## config.mk

```make
export PLATFORM = sky130hd
export DESIGN_NAME = smc_sleep_ctrl
export DESIGN_NICKNAME = d
export VERILOG_FILES = /design/src/smc_pkg.sv /design/src/smc_sleep_ctrl.sv
export SDC_FILE = /design/constraint.sdc
export NUM_CORES = 1
export LEC_CHECK = 0
export BUFFER_PORTS_ARGS = -buffer_cell sky130_fd_sc_hd__buf_2
export CELL_PAD_IN_SITES_DETAIL_PLACEMENT = 0
export CELL_PAD_IN_SITES_GLOBAL_PLACEMENT = 1
export CORE_MARGIN = 2
export CORE_UTILIZATION = 38
export DETAILED_ROUTE_END_ITERATION = 12
export HOLD_SLACK_MARGIN = 0.02
export PLACE_DENSITY_LB_ADDON = 0.1
export SLEW_MARGIN = 20
export SYNTH_ARGS = -nofsm -noshare
export SYNTH_HDL_FRONTEND = slang
export SYNTH_SLANG_ARGS = --single-unit
```

## constraint.sdc

```tcl
create_clock -name pclk -period 4.2 [get_ports pclk]
set_input_delay 0.21 -clock pclk [delete_from_list [all_inputs] [get_ports pclk]]
set_output_delay 0.21 -clock pclk [all_outputs]
set_load 0.01 [all_outputs]
```

## src/smc_pkg.sv

```systemverilog
// Purpose: Constants and types for the sleep mode controller
// Assumes: APB word-addressed registers, 25 MHz pclk
// Notes: Shared by the controller and its testbench
package smc_pkg;
	localparam logic [11:0] SMC_CTRL_ADDR = 12'h000;
	localparam logic [11:0] SMC_STAT_ADDR = 12'h004;
	localparam logic [11:0] SMC_CFG_ADDR = 12'h008;
	localparam int SMC_ARM_BIT = 0;
	localparam int SMC_MODE_LSB = 1;
	localparam logic [3:0] SMC_CTRL_MASK = 4'hF;
	localparam logic [3:0] SMC_CTRL_RESET = 4'h0;
	localparam logic [7:0] SMC_CFG_RESET = 8'h10;
	localparam logic [2:0] SMC_MODE_IDLE = 3'h0;
	localparam logic [2:0] SMC_MODE_NOISE = 3'h1;
	localparam logic [2:0] SMC_MODE_PDOWN = 3'h2;
	localparam logic [2:0] SMC_MODE_PSAVE = 3'h3;
	localparam logic [2:0] SMC_MODE_STBY = 3'h6;
	localparam logic [2:0] SMC_MODE_XSTBY = 3'h7;
	localparam logic [7:0] SMC_HALT_CYCLES = 8'h04;
	localparam logic [7:0] SMC_STBY_WAKE_CYCLES = 8'h06;
	// Wake source bit positions
	localparam int SMC_WK_LOWLVL = 0;
	localparam int SMC_WK_LOWEDGE = 1;
	localparam int SMC_WK_HIGHLVL = 2;
	localparam int SMC_WK_PINCHG = 3;
	localparam int SMC_WK_TWIADDR = 4;
	localparam int SMC_WK_WDT = 5;
	localparam int SMC_WK_TIMER2 = 6;
	localparam int SMC_WK_SPMEE = 7;
	localparam int SMC_WK_ADC = 8;
	localparam int SMC_WK_OTHER = 9;
	localparam int SMC_WK_N = 10;
	localparam logic [9:0] SMC_WK_IDLE = 10'h3FF;
	localparam logic [9:0] SMC_WK_NOISE = 10'h1FD;
	localparam logic [9:0] SMC_WK_PDOWN = 10'h03D;
	localparam logic [9:0] SMC_WK_PSAVE = 10'h07D;
	typedef enum logic [4:0] {
		SMC_RUN = 5'h01,
		SMC_SLEEP = 5'h02,
		SMC_RESTART = 5'h04,
		SMC_HALT = 5'h08,
		SMC_RESUME = 5'h10
	} smc_state_e;
endpackage : smc_pkg

```

## src/smc_sleep_ctrl.sv

```systemverilog
// Purpose: Sleep mode controller: clock gating and wake-up sequencing
// Assumes: Core pulses sleep_instr; interrupt system gives wake lines
// Notes: Register file and SRAM are never cleared by this block
//
// Summary of operation
// - Sleep only when arm bit set at SLEEP
// - Mode field decodes six modes, two reserved
// - Interrupt wake holds core four extra cycles
// - Register file and SRAM kept across sleep
// - Reset during sleep restarts at reset vector
// - Idle stops only core and flash clocks
// - Converter enabled starts conversion in idle/noise
// - Noise mode stops I/O, core, flash clocks
// - Noise mode wake sources restricted
// - Power-down stops oscillator and generated clocks
// - Power-down wake sources restricted
// - Power-down wake delayed by restart period
// - Power-save adds enabled async timer wake
// - Power-save timer oscillator or main clock stopped
// - Code 110 with crystal is standby
// - Code 111 with crystal is extended standby
// - Deep modes wake low lines on level only
// - Idle wakes on any enabled interrupt
//
// Chosen here: the placing of the registers and the APB register port.
`timescale 1ns/1ps
module smc_sleep_ctrl
	import smc_pkg::*;
#(
	parameter logic [15:0] RESTART_CYCLES = 16'h0010
) (
	input wire logic pclk,
	input wire logic presetn,
	input wire logic psel,
	input wire logic penable,
	input wire logic pwrite,
	input wire logic [11:0] paddr,
	input wire logic [31:0] pwdata,
	input wire logic [3:0] pstrb,
	output logic [31:0] prdata,
	output logic pready,
	output logic pslverr,
	input wire logic sleep_instr,
	input wire logic any_reset,
	input wire logic [9:0] wake_req,
	input wire logic converter_enabled,
	input wire logic timer_async_clocked,
	input wire logic timer_running,
	input wire logic timer_irq_ok,
	input wire logic crystal_selected,
	output logic core_clock_en,
	output logic program_memory_clock_en,
	output logic peripheral_clock_en,
	output logic converter_clock_en,
	output logic async_timer_clock_en,
	output logic main_osc_en,
	output logic timer_osc_en,
	output logic core_hold,
	output logic resume_after_sleep,
	output logic restart_from_vector,
	output logic start_conversion,
	output logic sleeping
);

	////////////////////////////////////////////////////////////////////
	typedef struct packed {
		smc_state_e state;
		logic [3:0] ctrl;
		logic [7:0] cfg;
		logic [2:0] mode;
		logic [15:0] count;
		logic from_irq;
		logic vector;
		logic resume;
		logic conv;
		logic [31:0] rdata;
	} smc_regs_s;

	smc_regs_s r_q;
	smc_regs_s r_d;

	logic wr_en;
	logic rd_en;
	logic addr_ok;
	logic [2:0] mode_sel;
	logic mode_valid;
	logic [9:0] wk_mask;
	logic [9:0] wk_hit;
	logic wake;
	logic deep;

	assign addr_ok = (paddr == SMC_CTRL_ADDR) || (paddr == SMC_STAT_ADDR)
		|| (paddr == SMC_CFG_ADDR);
	assign wr_en = psel && penable && pwrite && addr_ok;
	assign rd_en = psel && !penable && !pwrite;
	assign pready = 1'b1;
	assign pslverr = psel && penable && !addr_ok;
	assign prdata = r_q.rdata;

	// Standby codes fall back to reserved without a crystal
	assign mode_sel = r_q.ctrl[SMC_MODE_LSB +: 3];
	always_comb begin
		// Reserved codes leave mode_valid low, so SLEEP does nothing
		case (mode_sel)
			SMC_MODE_IDLE: mode_valid = 1'b1;
			SMC_MODE_NOISE: mode_valid = 1'b1;
			SMC_MODE_PDOWN: mode_valid = 1'b1;
			SMC_MODE_PSAVE: mode_valid = 1'b1;
			SMC_MODE_STBY: mode_valid = crystal_selected;
			SMC_MODE_XSTBY: mode_valid = crystal_selected;
			default: mode_valid = 1'b0;
		endcase
	end

	assign deep = (r_q.mode != SMC_MODE_IDLE);

	////////////////////////////////////////////////////////////////////
	// Wake source filter for the mode held during sleep
	always_comb begin
		case (r_q.mode)
			SMC_MODE_IDLE: wk_mask = SMC_WK_IDLE;
			SMC_MODE_NOISE: wk_mask = SMC_WK_NOISE;
			SMC_MODE_PDOWN: wk_mask = SMC_WK_PDOWN;
			SMC_MODE_PSAVE: wk_mask = SMC_WK_PSAVE;
			SMC_MODE_STBY: wk_mask = SMC_WK_PDOWN;
			SMC_MODE_XSTBY: wk_mask = SMC_WK_PSAVE;
			default: wk_mask = SMC_WK_PDOWN;
		endcase
	end

	// Edge capture needs the I/O clock, which deep modes stop;
	// so only level requests can be trusted there
	genvar gi;
	generate
		for (gi = 0; gi < SMC_WK_N; gi++) begin : g_wk
			if (gi == SMC_WK_TIMER2) begin : g_t2
				// In deep modes timer wake needs the timer alive and its irq enabled
				assign wk_hit[gi] = wake_req[gi] && wk_mask[gi]
					&& (!deep || (timer_running && timer_irq_ok));
			end else if (gi == SMC_WK_LOWEDGE) begin : g_edge
				assign wk_hit[gi] = wake_req[gi] && wk_mask[gi] && !deep;
			end else begin : g_plain
				assign wk_hit[gi] = wake_req[gi] && wk_mask[gi];
			end
		end
	endgenerate

	assign wake = |wk_hit;

	// Oscillator must settle before clocks return
	logic [15:0] restart_len;
	always_comb begin
		case (r_q.mode)
			SMC_MODE_PDOWN: begin
				restart_len = (RESTART_CYCLES > {8'h00, r_q.cfg}) ?
					RESTART_CYCLES : {8'h00, r_q.cfg};
			end
			SMC_MODE_PSAVE: begin
				restart_len = (RESTART_CYCLES > {8'h00, r_q.cfg}) ?
					RESTART_CYCLES : {8'h00, r_q.cfg};
			end
			SMC_MODE_STBY: restart_len = {8'h00, SMC_STBY_WAKE_CYCLES};
			SMC_MODE_XSTBY: restart_len = {8'h00, SMC_STBY_WAKE_CYCLES};
			default: restart_len = 16'h0001;
		endcase
	end

	// Sleep is taken only on an armed, decodable request
	logic sleep_take;
	assign sleep_take = sleep_instr && r_q.ctrl[SMC_ARM_BIT] && mode_valid;

	////////////////////////////////////////////////////////////////////
	always_comb begin
		r_d = r_q;
		r_d.conv = 1'b0;
		r_d.resume = 1'b0;
		r_d.vector = 1'b0;
		if (rd_en) begin
			case (paddr)
				SMC_CTRL_ADDR: r_d.rdata = {28'h0000000, r_q.ctrl};
				SMC_STAT_ADDR: r_d.rdata = {24'h000000, 3'h0, r_q.state};
				SMC_CFG_ADDR: r_d.rdata = {24'h000000, r_q.cfg};
				default: r_d.rdata = 32'h00000000;
			endcase
		end
		if (wr_en && pstrb[0]) begin
			if (paddr == SMC_CTRL_ADDR) begin
				r_d.ctrl = pwdata[3:0] & SMC_CTRL_MASK;
			end else if (paddr == SMC_CFG_ADDR) begin
				r_d.cfg = pwdata[7:0];
			end
		end
		case (r_q.state)
			SMC_RUN: begin
				// Unarmed or reserved code: instruction acts as no-op
				if (sleep_take) begin
					r_d.state = SMC_SLEEP;
					r_d.mode = mode_sel;
					r_d.conv = converter_enabled
						&& (mode_sel == SMC_MODE_IDLE
						|| mode_sel == SMC_MODE_NOISE);
				end
			end
			SMC_SLEEP: begin
				if (wake) begin
					r_d.from_irq = 1'b1;
					r_d.state = SMC_RESTART;
					r_d.count = restart_len;
				end
			end
			SMC_RESTART: begin
				if (r_q.count <= 16'h0001) begin
					r_d.state = SMC_HALT;
					r_d.count = {8'h00, SMC_HALT_CYCLES};
				end else begin
					r_d.count = r_q.count - 16'h0001;
				end
			end
			SMC_HALT: begin
				if (r_q.count <= 16'h0001) begin
					r_d.state = SMC_RESUME;
				end else begin
					r_d.count = r_q.count - 16'h0001;
				end
			end
			SMC_RESUME: begin
				r_d.resume = 1'b1;
				r_d.from_irq = 1'b0;
				r_d.state = SMC_RUN;
			end
			default: r_d.state = SMC_RUN;
		endcase
		// Reset while asleep goes to vector, not past SLEEP
		if (any_reset) begin
			r_d.vector = (r_q.state != SMC_RUN);
			r_d.state = SMC_RUN;
			r_d.from_irq = 1'b0;
			r_d.resume = 1'b0;
			r_d.count = 16'h0000;
		end
	end

	always_ff @(posedge pclk or negedge presetn) begin
		if (!presetn) begin
			r_q.state <= SMC_RUN;
			r_q.ctrl <= SMC_CTRL_RESET;
			r_q.cfg <= SMC_CFG_RESET;
			r_q.mode <= SMC_MODE_IDLE;
			r_q.count <= 16'h0000;
			r_q.from_irq <= 1'b0;
			r_q.vector <= 1'b0;
			r_q.resume <= 1'b0;
			r_q.conv <= 1'b0;
			r_q.rdata <= 32'h00000000;
		end else begin
			r_q <= r_d;
		end
	end

	////////////////////////////////////////////////////////////////////
	// Clock gates per mode; no memory is touched here
	logic asleep;
	logic g_core;
	logic g_flash;
	logic g_io;
	logic g_conv;
	logic g_async;
	logic g_main;
	logic g_tosc;
	assign asleep = (r_q.state == SMC_SLEEP) || (r_q.state == SMC_RESTART);
	always_comb begin
		g_core = 1'b1;
		g_flash = 1'b1;
		g_io = 1'b1;
		g_conv = 1'b1;
		g_async = 1'b1;
		g_main = 1'b1;
		g_tosc = 1'b1;
		if (asleep) begin
			case (r_q.mode)
				SMC_MODE_IDLE: begin
					g_core = 1'b0;
					g_flash = 1'b0;
					g_io = 1'b1;
					g_conv = 1'b1;
					g_async = 1'b1;
					g_main = 1'b1;
					g_tosc = 1'b1;
				end
				SMC_MODE_NOISE: begin
					g_core = 1'b0;
					g_flash = 1'b0;
					g_io = 1'b0;
					g_conv = 1'b1;
					g_async = 1'b1;
					g_main = 1'b1;
					g_tosc = 1'b1;
				end
				SMC_MODE_PSAVE: begin
					g_core = 1'b0;
					g_flash = 1'b0;
					g_io = 1'b0;
					g_conv = 1'b0;
					g_async = 1'b1;
					g_main = !timer_async_clocked;
					g_tosc = timer_async_clocked;
				end
				SMC_MODE_STBY: begin
					g_core = 1'b0;
					g_flash = 1'b0;
					g_io = 1'b0;
					g_conv = 1'b0;
					g_async = 1'b0;
					g_main = 1'b1;
					g_tosc = 1'b0;
				end
				SMC_MODE_XSTBY: begin
					g_core = 1'b0;
					g_flash = 1'b0;
					g_io = 1'b0;
					g_conv = 1'b0;
					g_async = timer_async_clocked;
					g_main = 1'b1;
					g_tosc = timer_async_clocked;
				end
				default: begin
					g_core = 1'b0;
					g_flash = 1'b0;
					g_io = 1'b0;
					g_conv = 1'b0;
					g_async = 1'b0;
					g_main = 1'b0;
					g_tosc = 1'b0;
				end
			endcase
			// Oscillator restarts first so clocks come back stable
			if (r_q.state == SMC_RESTART && r_q.mode != SMC_MODE_IDLE) begin
				g_main = 1'b1;
			end
		end
		// Core and flash stay off through the halt cycles
		if (r_q.state == SMC_HALT) begin
			g_core = 1'b0;
			g_flash = 1'b0;
			g_io = 1'b1;
			g_conv = 1'b1;
			g_async = 1'b1;
			g_main = 1'b1;
			g_tosc = 1'b1;
		end
	end
	assign core_clock_en = g_core;
	assign program_memory_clock_en = g_flash;
	assign peripheral_clock_en = g_io;
	assign converter_clock_en = g_conv;
	assign async_timer_clock_en = g_async;
	assign main_osc_en = g_main;
	assign timer_osc_en = g_tosc;
	assign core_hold = (r_q.state != SMC_RUN);
	assign sleeping = (r_q.state == SMC_SLEEP);
	assign resume_after_sleep = r_q.resume;
	assign restart_from_vector = r_q.vector;
	assign start_conversion = r_q.conv;

endmodule : smc_sleep_ctrl

```

==> out/qor.yml, run 1 <==
outcome: "finished, final reports clean"
worstHoldStart: "converter_enabled"
cp_data_required_time_ns: 4.41
r2r-end: "r_q[37]"
cts_tree: "built"
drtPass1Iterations: 4
num-nets-final: 447
rsz0062_at_grt: "false"
dpl.hpwl_mm: 5.59
viasPerCell: 5.20
grt_overflow_total: 0
grt_max_degree: 48
pre_cts_ws_ns: 1.20
start_util_pct: 38.6
io_buffers: 63
remaining_drc_errors: 0
fillers: 809
finalSetupTns_ns: 0
r2r_cells: 6
ys_seq_area_share_pct: 40.2
netlist_area_mm2: 0.00293
cts_root_buffer: "clkbuf_8"
hold-path-cell-count: 2
ys_types: 58
cts.sinks: 47
row_count: 32
cp_max_fo: 21
track_usage_pct: 18.2
max_cap_viol_count: 0
syn_avg_cell_area_um2: 9.05
relSlewSlack_pct: 29.8
hold_path.class: "input pin to register"
ant_nets: 0
skew_ns: 0.0126
synth_area_leaders: "dfrtp_1 (38%), buf_4 (8.7%), mux2_2 (5.4%), nand2_1 (4.1%), a21oi_1 (3.4%)"
arrival_ns: 3.21
die_h_um: 91.9
cts_setup_buffers: 0
synthToLayoutAreaGrowth_pct: 11.6
n_antenna_cell: 0
grt_pass1_vias: 2385
end_kind: "register"
power_density_mw_per_mm2: 257
drt_wl_total_mm: 7.40
async_flop_share_pct: 100
gp_congestion: 0.800
antenna_found_initial: 0
route.vias.total: 2486
drt_iter0_markers: 93
grt_pass1_wl_mm: 12.2
htree_levels: 2
rr_startpoint: "r_q[48]"
clkLatencyLatePin_ns: 0.31
synth_top_area_share_pct: 38.4
drv_slew: 0
timing.reg2reg.setup_slack_ns: 1.19
min_to: "start_conversion"
synth_most_common_cell: "dfrtp_1"
core_area_mm2: 0.00761
min_period_over_period_pct: 71.6
synth_cells: 324
cts_resized: 0
synth_edf_count: 0
cts-buffers-inserted: 5
ys_ff_latch: 47
power.leakage_uw: 0.00158
fmaxAchievable_mhz: 333
crit_type: "register to register"
synthTopCellsByCount: "dfrtp_1 (45), buf_4 (34), nand2_1 (32)"
placed_cells: 469
drive_gt1_share_pct: 25.3
wire_per_inst_um: 15.5
startpoint_type: "register"
final_cells: 478
worst_pin_slew_ns: 1.04
synth_top_area_cell: "dfrtp_1"
post-route-min-period_ns: 3.01
die_area_mm2: 0.00844
fin_ws_ns: 1.19
ios: 116
clock_path_buffers: 2
hold_buffers: 0
synth_ff_type: "dfrtp_1"
clkTransAtPathRegs_ns: 0.10
setup_viol: 0
vdd_ir_drop_max_mv: 0.110
hold_viol_final: 0
fp.dieW_um: 91.9
yosys_warnings: 0
## stage by stage
stage	hold slack [ns]	power [uW]	area [um2]	utilization, %
global route	0.125	877	3270	43.0
CTS	0.133	846	3260	42.9
finish	0.138	841	3270	43.0
global placement	0.451	556	3170	41.7
floorplan	-0.0856	531	3020	-
detailed placement	0.446	556	3170	41.7
## worst max-delay path, stage by stage, from the launching register on
cell,delay (ns)
dfrtp_1,0.43
or4_4,0.57
or4_1,0.57
nor4_1,0.35
a211o_1,0.57
nor2_1,0.19
a22o_1,0.22
## area by class of cell
cell class | count | area (um2) | share of cell area [%]
clock buffers | 6 | 72.6 | 2.22
clock inverters | 2 | 16.3 | 0.497
inverters | 8 | 30.0 | 0.917
multi-input cells | 248 | 1510 | 46.2
flip-flops and latches | 47 | 1180 | 36.0
well taps | 102 | 128 | 3.90
repair buffers | 65 | 335 | 10.2
## report_power, final
part / switching (uW) / total (uW) / internal [uW]
Clock: 173 / 293 / 120
Combinational: 60.2 / 91.7 / 31.5
Sequential: 2.55 / 456 / 454
## kinds of logic after synthesis
family          count (synthesis)  synth area share, %
buf+inv                        52                 11.1
simple gates                  113                 20.4
mux                            19                 7.08
fa+ha+maj                       2                0.853
flops                          47                 40.2
other cells                     2                0.256
compound gates                 87                 19.5
xor+xnor                        2                0.597
## registers in the layout, summed over array words and instances, names as in the netlist
signal,count
resume_after_sleep,1
restart_from_vector,1
mode_sel,3
start_conversion,1
r_q,33
prdata,8
## per-layer routing
| metal | track usage [%] | share of wire, % | vias up |
|---|---|---|---|
| met5 | 0 | 0 | - |
| met4 | 5.35 | 1.5 | 0 |
| li1 | - | - | 1230 |
| met3 | 3.12 | 3.8 | 12 |
| met1 | 25.2 | 50 | 1170 |
| met2 | 29.2 | 45 | 74 |
## worst max-delay path by stage
stage,slack [ns],start,end
finish,1.19,r_q[48],r_q[37]
global placement,1.25,r_q[48],r_q[36]
detailed placement,1.20,r_q[48],r_q[41]
floorplan,1.75,r_q[48],r_q[43]
CTS,1.18,r_q[48],r_q[37]
global route,1.03,r_q[48],r_q[41]
## cell usage in the layout (no fill, tap or decap), types with 2 or more instances in the layout
master,netlist,layout
a211oi_1,3,3
a21o_1,2,2
a21oi_1,20,20
a22o_1,4,4
a31oi_1,3,3
a32oi_1,2,2
and2_1,5,5
and3_1,2,2
buf_2,3,62
buf_4,34,2
clkbuf_8,0,5
conb_1,2,25
dfrtp_1,45,45
dfstp_2,2,2
ha_1,2,2
inv_1,8,8
mux2_2,14,14
mux2i_1,5,5
nand2_1,32,32
nand2b_1,4,4
nand3_1,4,4
nor2_1,20,20
nor2_2,2,2
nor2b_1,7,7
nor3_1,10,10
nor4_1,12,12
o21ai_0,19,19
o22ai_1,3,3
o31a_1,2,2
o31ai_1,12,12
o41ai_1,3,3
or3_1,2,2
or4_1,4,4
Power figures use the tool's default switching activity.
==> inputs of run 2 (changes only) <==
Settings changed: CORE_UTILIZATION 38 to 36.
Clock period 4.2 ns to 3.1 ns, I/O delays scaled along.
==> run 2 against run 1 <==
Compared with the run above: sequential power rose by 36%; die area is 5.3% higher; critical path depth rose by 1; design area grew 1.5%; highest routed layer unchanged; non-clock buffer count grew 5; register-to-register slack got worse by 0.83 ns; power rose by 34%; cell count increased by 1.0%; via count grew 0.52%; flip-flop and latch count stayed put.
==> out/qor.yml, run 2 (same netlist as run 1, synthesis figures left out) <==
outcome: "finished, final reports clean"
r2r_cells: 7
skew_ns: 0.00957
wire_per_inst_um: 15.4
io_buffers: 63
end_kind: "register"
hold_viol_final: 0
remaining_drc_errors: 0
grt_pass1_vias: 2384
die_area_mm2: 0.00888
cp_max_fo: 13
synthToLayoutAreaGrowth_pct: 13.3
cts.sinks: 47
max_cap_viol_count: 0
routedLengthMet1_mm: 3.68
cts_tree: "built"
dr_wl_met3_um: 408
p_comb_share_pct: 11.5
regArea_mm2: 0.00118
setup_viol: 0
mostFrequentLayoutCell: "buf_2"
dpl.hpwl_mm: 5.63
ant_nets: 0
cts_root_buffer: "clkbuf_8"
drive_gt1_share_pct: 26.5
largest-register: "r_q"
cp_data_required_time_ns: 3.33
drtPass1Iterations: 4
cts-buffers-inserted: 5
p_int_uw: 819
core_area_mm2: 0.00781
rr_startpoint: "r_q[48]"
wl_met2_mm: 3.28
swShare_pct: 27.4
clkTransAtPathRegs_ns: 0.10
pwr-share-seq_pct: 54.8
htree_levels: 2
r2r-end: "r_q[40]"
power.total_uw: 1130
power.leakage_uw: 0.00161
viasPerCell: 5.17
min_period_over_period_pct: 88.3
final_cells: 483
p_switching_uw: 310
fp.dieW_um: 94.3
cts_resized: 0
drt_wl_total_mm: 7.46
power_density_mw_per_mm2: 340
route.vias.total: 2499
drt_iter0_markers: 100
die_h_um: 94.3
min_to: "r_q[55]"
post-route-min-period_ns: 2.74
ios: 116
arrival_ns: 2.97
drv_slew: 0
clkLatencyLatePin_ns: 0.31
fmaxAchievable_mhz: 365
final_cell_mix: "buf_2 (63), dfrtp_1 (45), nand2_1 (32)"
largest_reg_flops: 33
worst_pin_slew_ns: 0.879
grt_max_degree: 25
grt_overflow_total: 0
vdd_ir_drop_max_mv: 0.138
p_clk_share_pct: 33.7
routed.top_layer: "met4"
multi_input_area_mm2: 0.00151
timing.reg2reg.setup_slack_ns: 0.36
num-nets-final: 452
relSlewSlack_pct: 40.9
n_antenna_cell: 0
track_usage_pct: 17.9
finalSetupTns_ns: 0
startpoint_type: "register"
antenna_found_initial: 0
hold_path.class: "input pin to register"
fillers: 825
hold-path-cell-count: 3
placed_cells: 474
crit_type: "register to register"
row_count: 32
start_util_pct: 37.6
rsz0062_at_grt: "false"
worstHoldStart: "pwdata[0]"
clock_path_buffers: 2
gp_congestion: 0.808
grt_pass1_wl_mm: 12.4
==> run 2: power groups by stage <==
stage / Clock, uW / Sequential (uW) / Combinational [uW]
finish: 380 / 618 / 130
global route: 414 / 619 / 146
CTS: 390 / 618 / 131
detailed placement: 0 / 630 / 129
global placement: 0 / 630 / 130
floorplan: 0 / 629 / 89.8
==> run 2: worst max path at each step <==
stage | startpoint | end | slack [ns] | cells past startpoint
after global placement | r_q[48] | r_q[40] | 0.41 | 7
after floorplan | r_q[48] | r_q[43] | 0.65 | 7
after global routing | r_q[48] | r_q[50] | 0.19 | 7
after CTS | r_q[48] | r_q[40] | 0.37 | 7
final | r_q[48] | r_q[40] | 0.36 | 7
after detailed placement | r_q[48] | r_q[45] | 0.40 | 7
==> run 2: worst max-delay path, stage by stage, from the launching register on <==
cell	delay (ns)
dfrtp_1	0.42
or4_4	0.57
or4_1	0.58
nor4_1	0.33
a211o_1	0.37
buf_12	0.18
a31oi_1	0.05
o22ai_1	0.15
==> run 2: layout make-up <==
type,count,share of cell area (%)
multi-input combinational,248,45.6
sequential,47,35.5
timing repair buffer,70,11.5
tap,102,3.84
clock buffer,5,2.07
inverter,8,0.904
clock inverter,3,0.603
==> run 2: per-stage QoR <==
step	utilization [%]	hold WS, ns	setup slack (ns)	area, um2
2_1_floorplan	-	-0.141	0.655	3020
3_3_place_gp	41.3	0.177	0.411	3220
6_report	42.5	0.0755	0.363	3320
3_5_place_dp	41.3	0.182	0.402	3220
4_1_cts	42.5	0.0719	0.374	3320
5_1_grt	42.5	0.0703	0.194	3320
==> run 2: per-layer routing <==
metal,global-route usage (%),vias up
li1,-,1237
met1,25.8,1159
met2,27.7,94
met3,3.05,9
met4,4.83,0
met5,0,-
==> run 2: repair_timing <==
item / in CTS / in global routing
hold buffers: 1 / 0
endpoints found under the hold margin: 22 / 0
setup buffers: 0 / 0
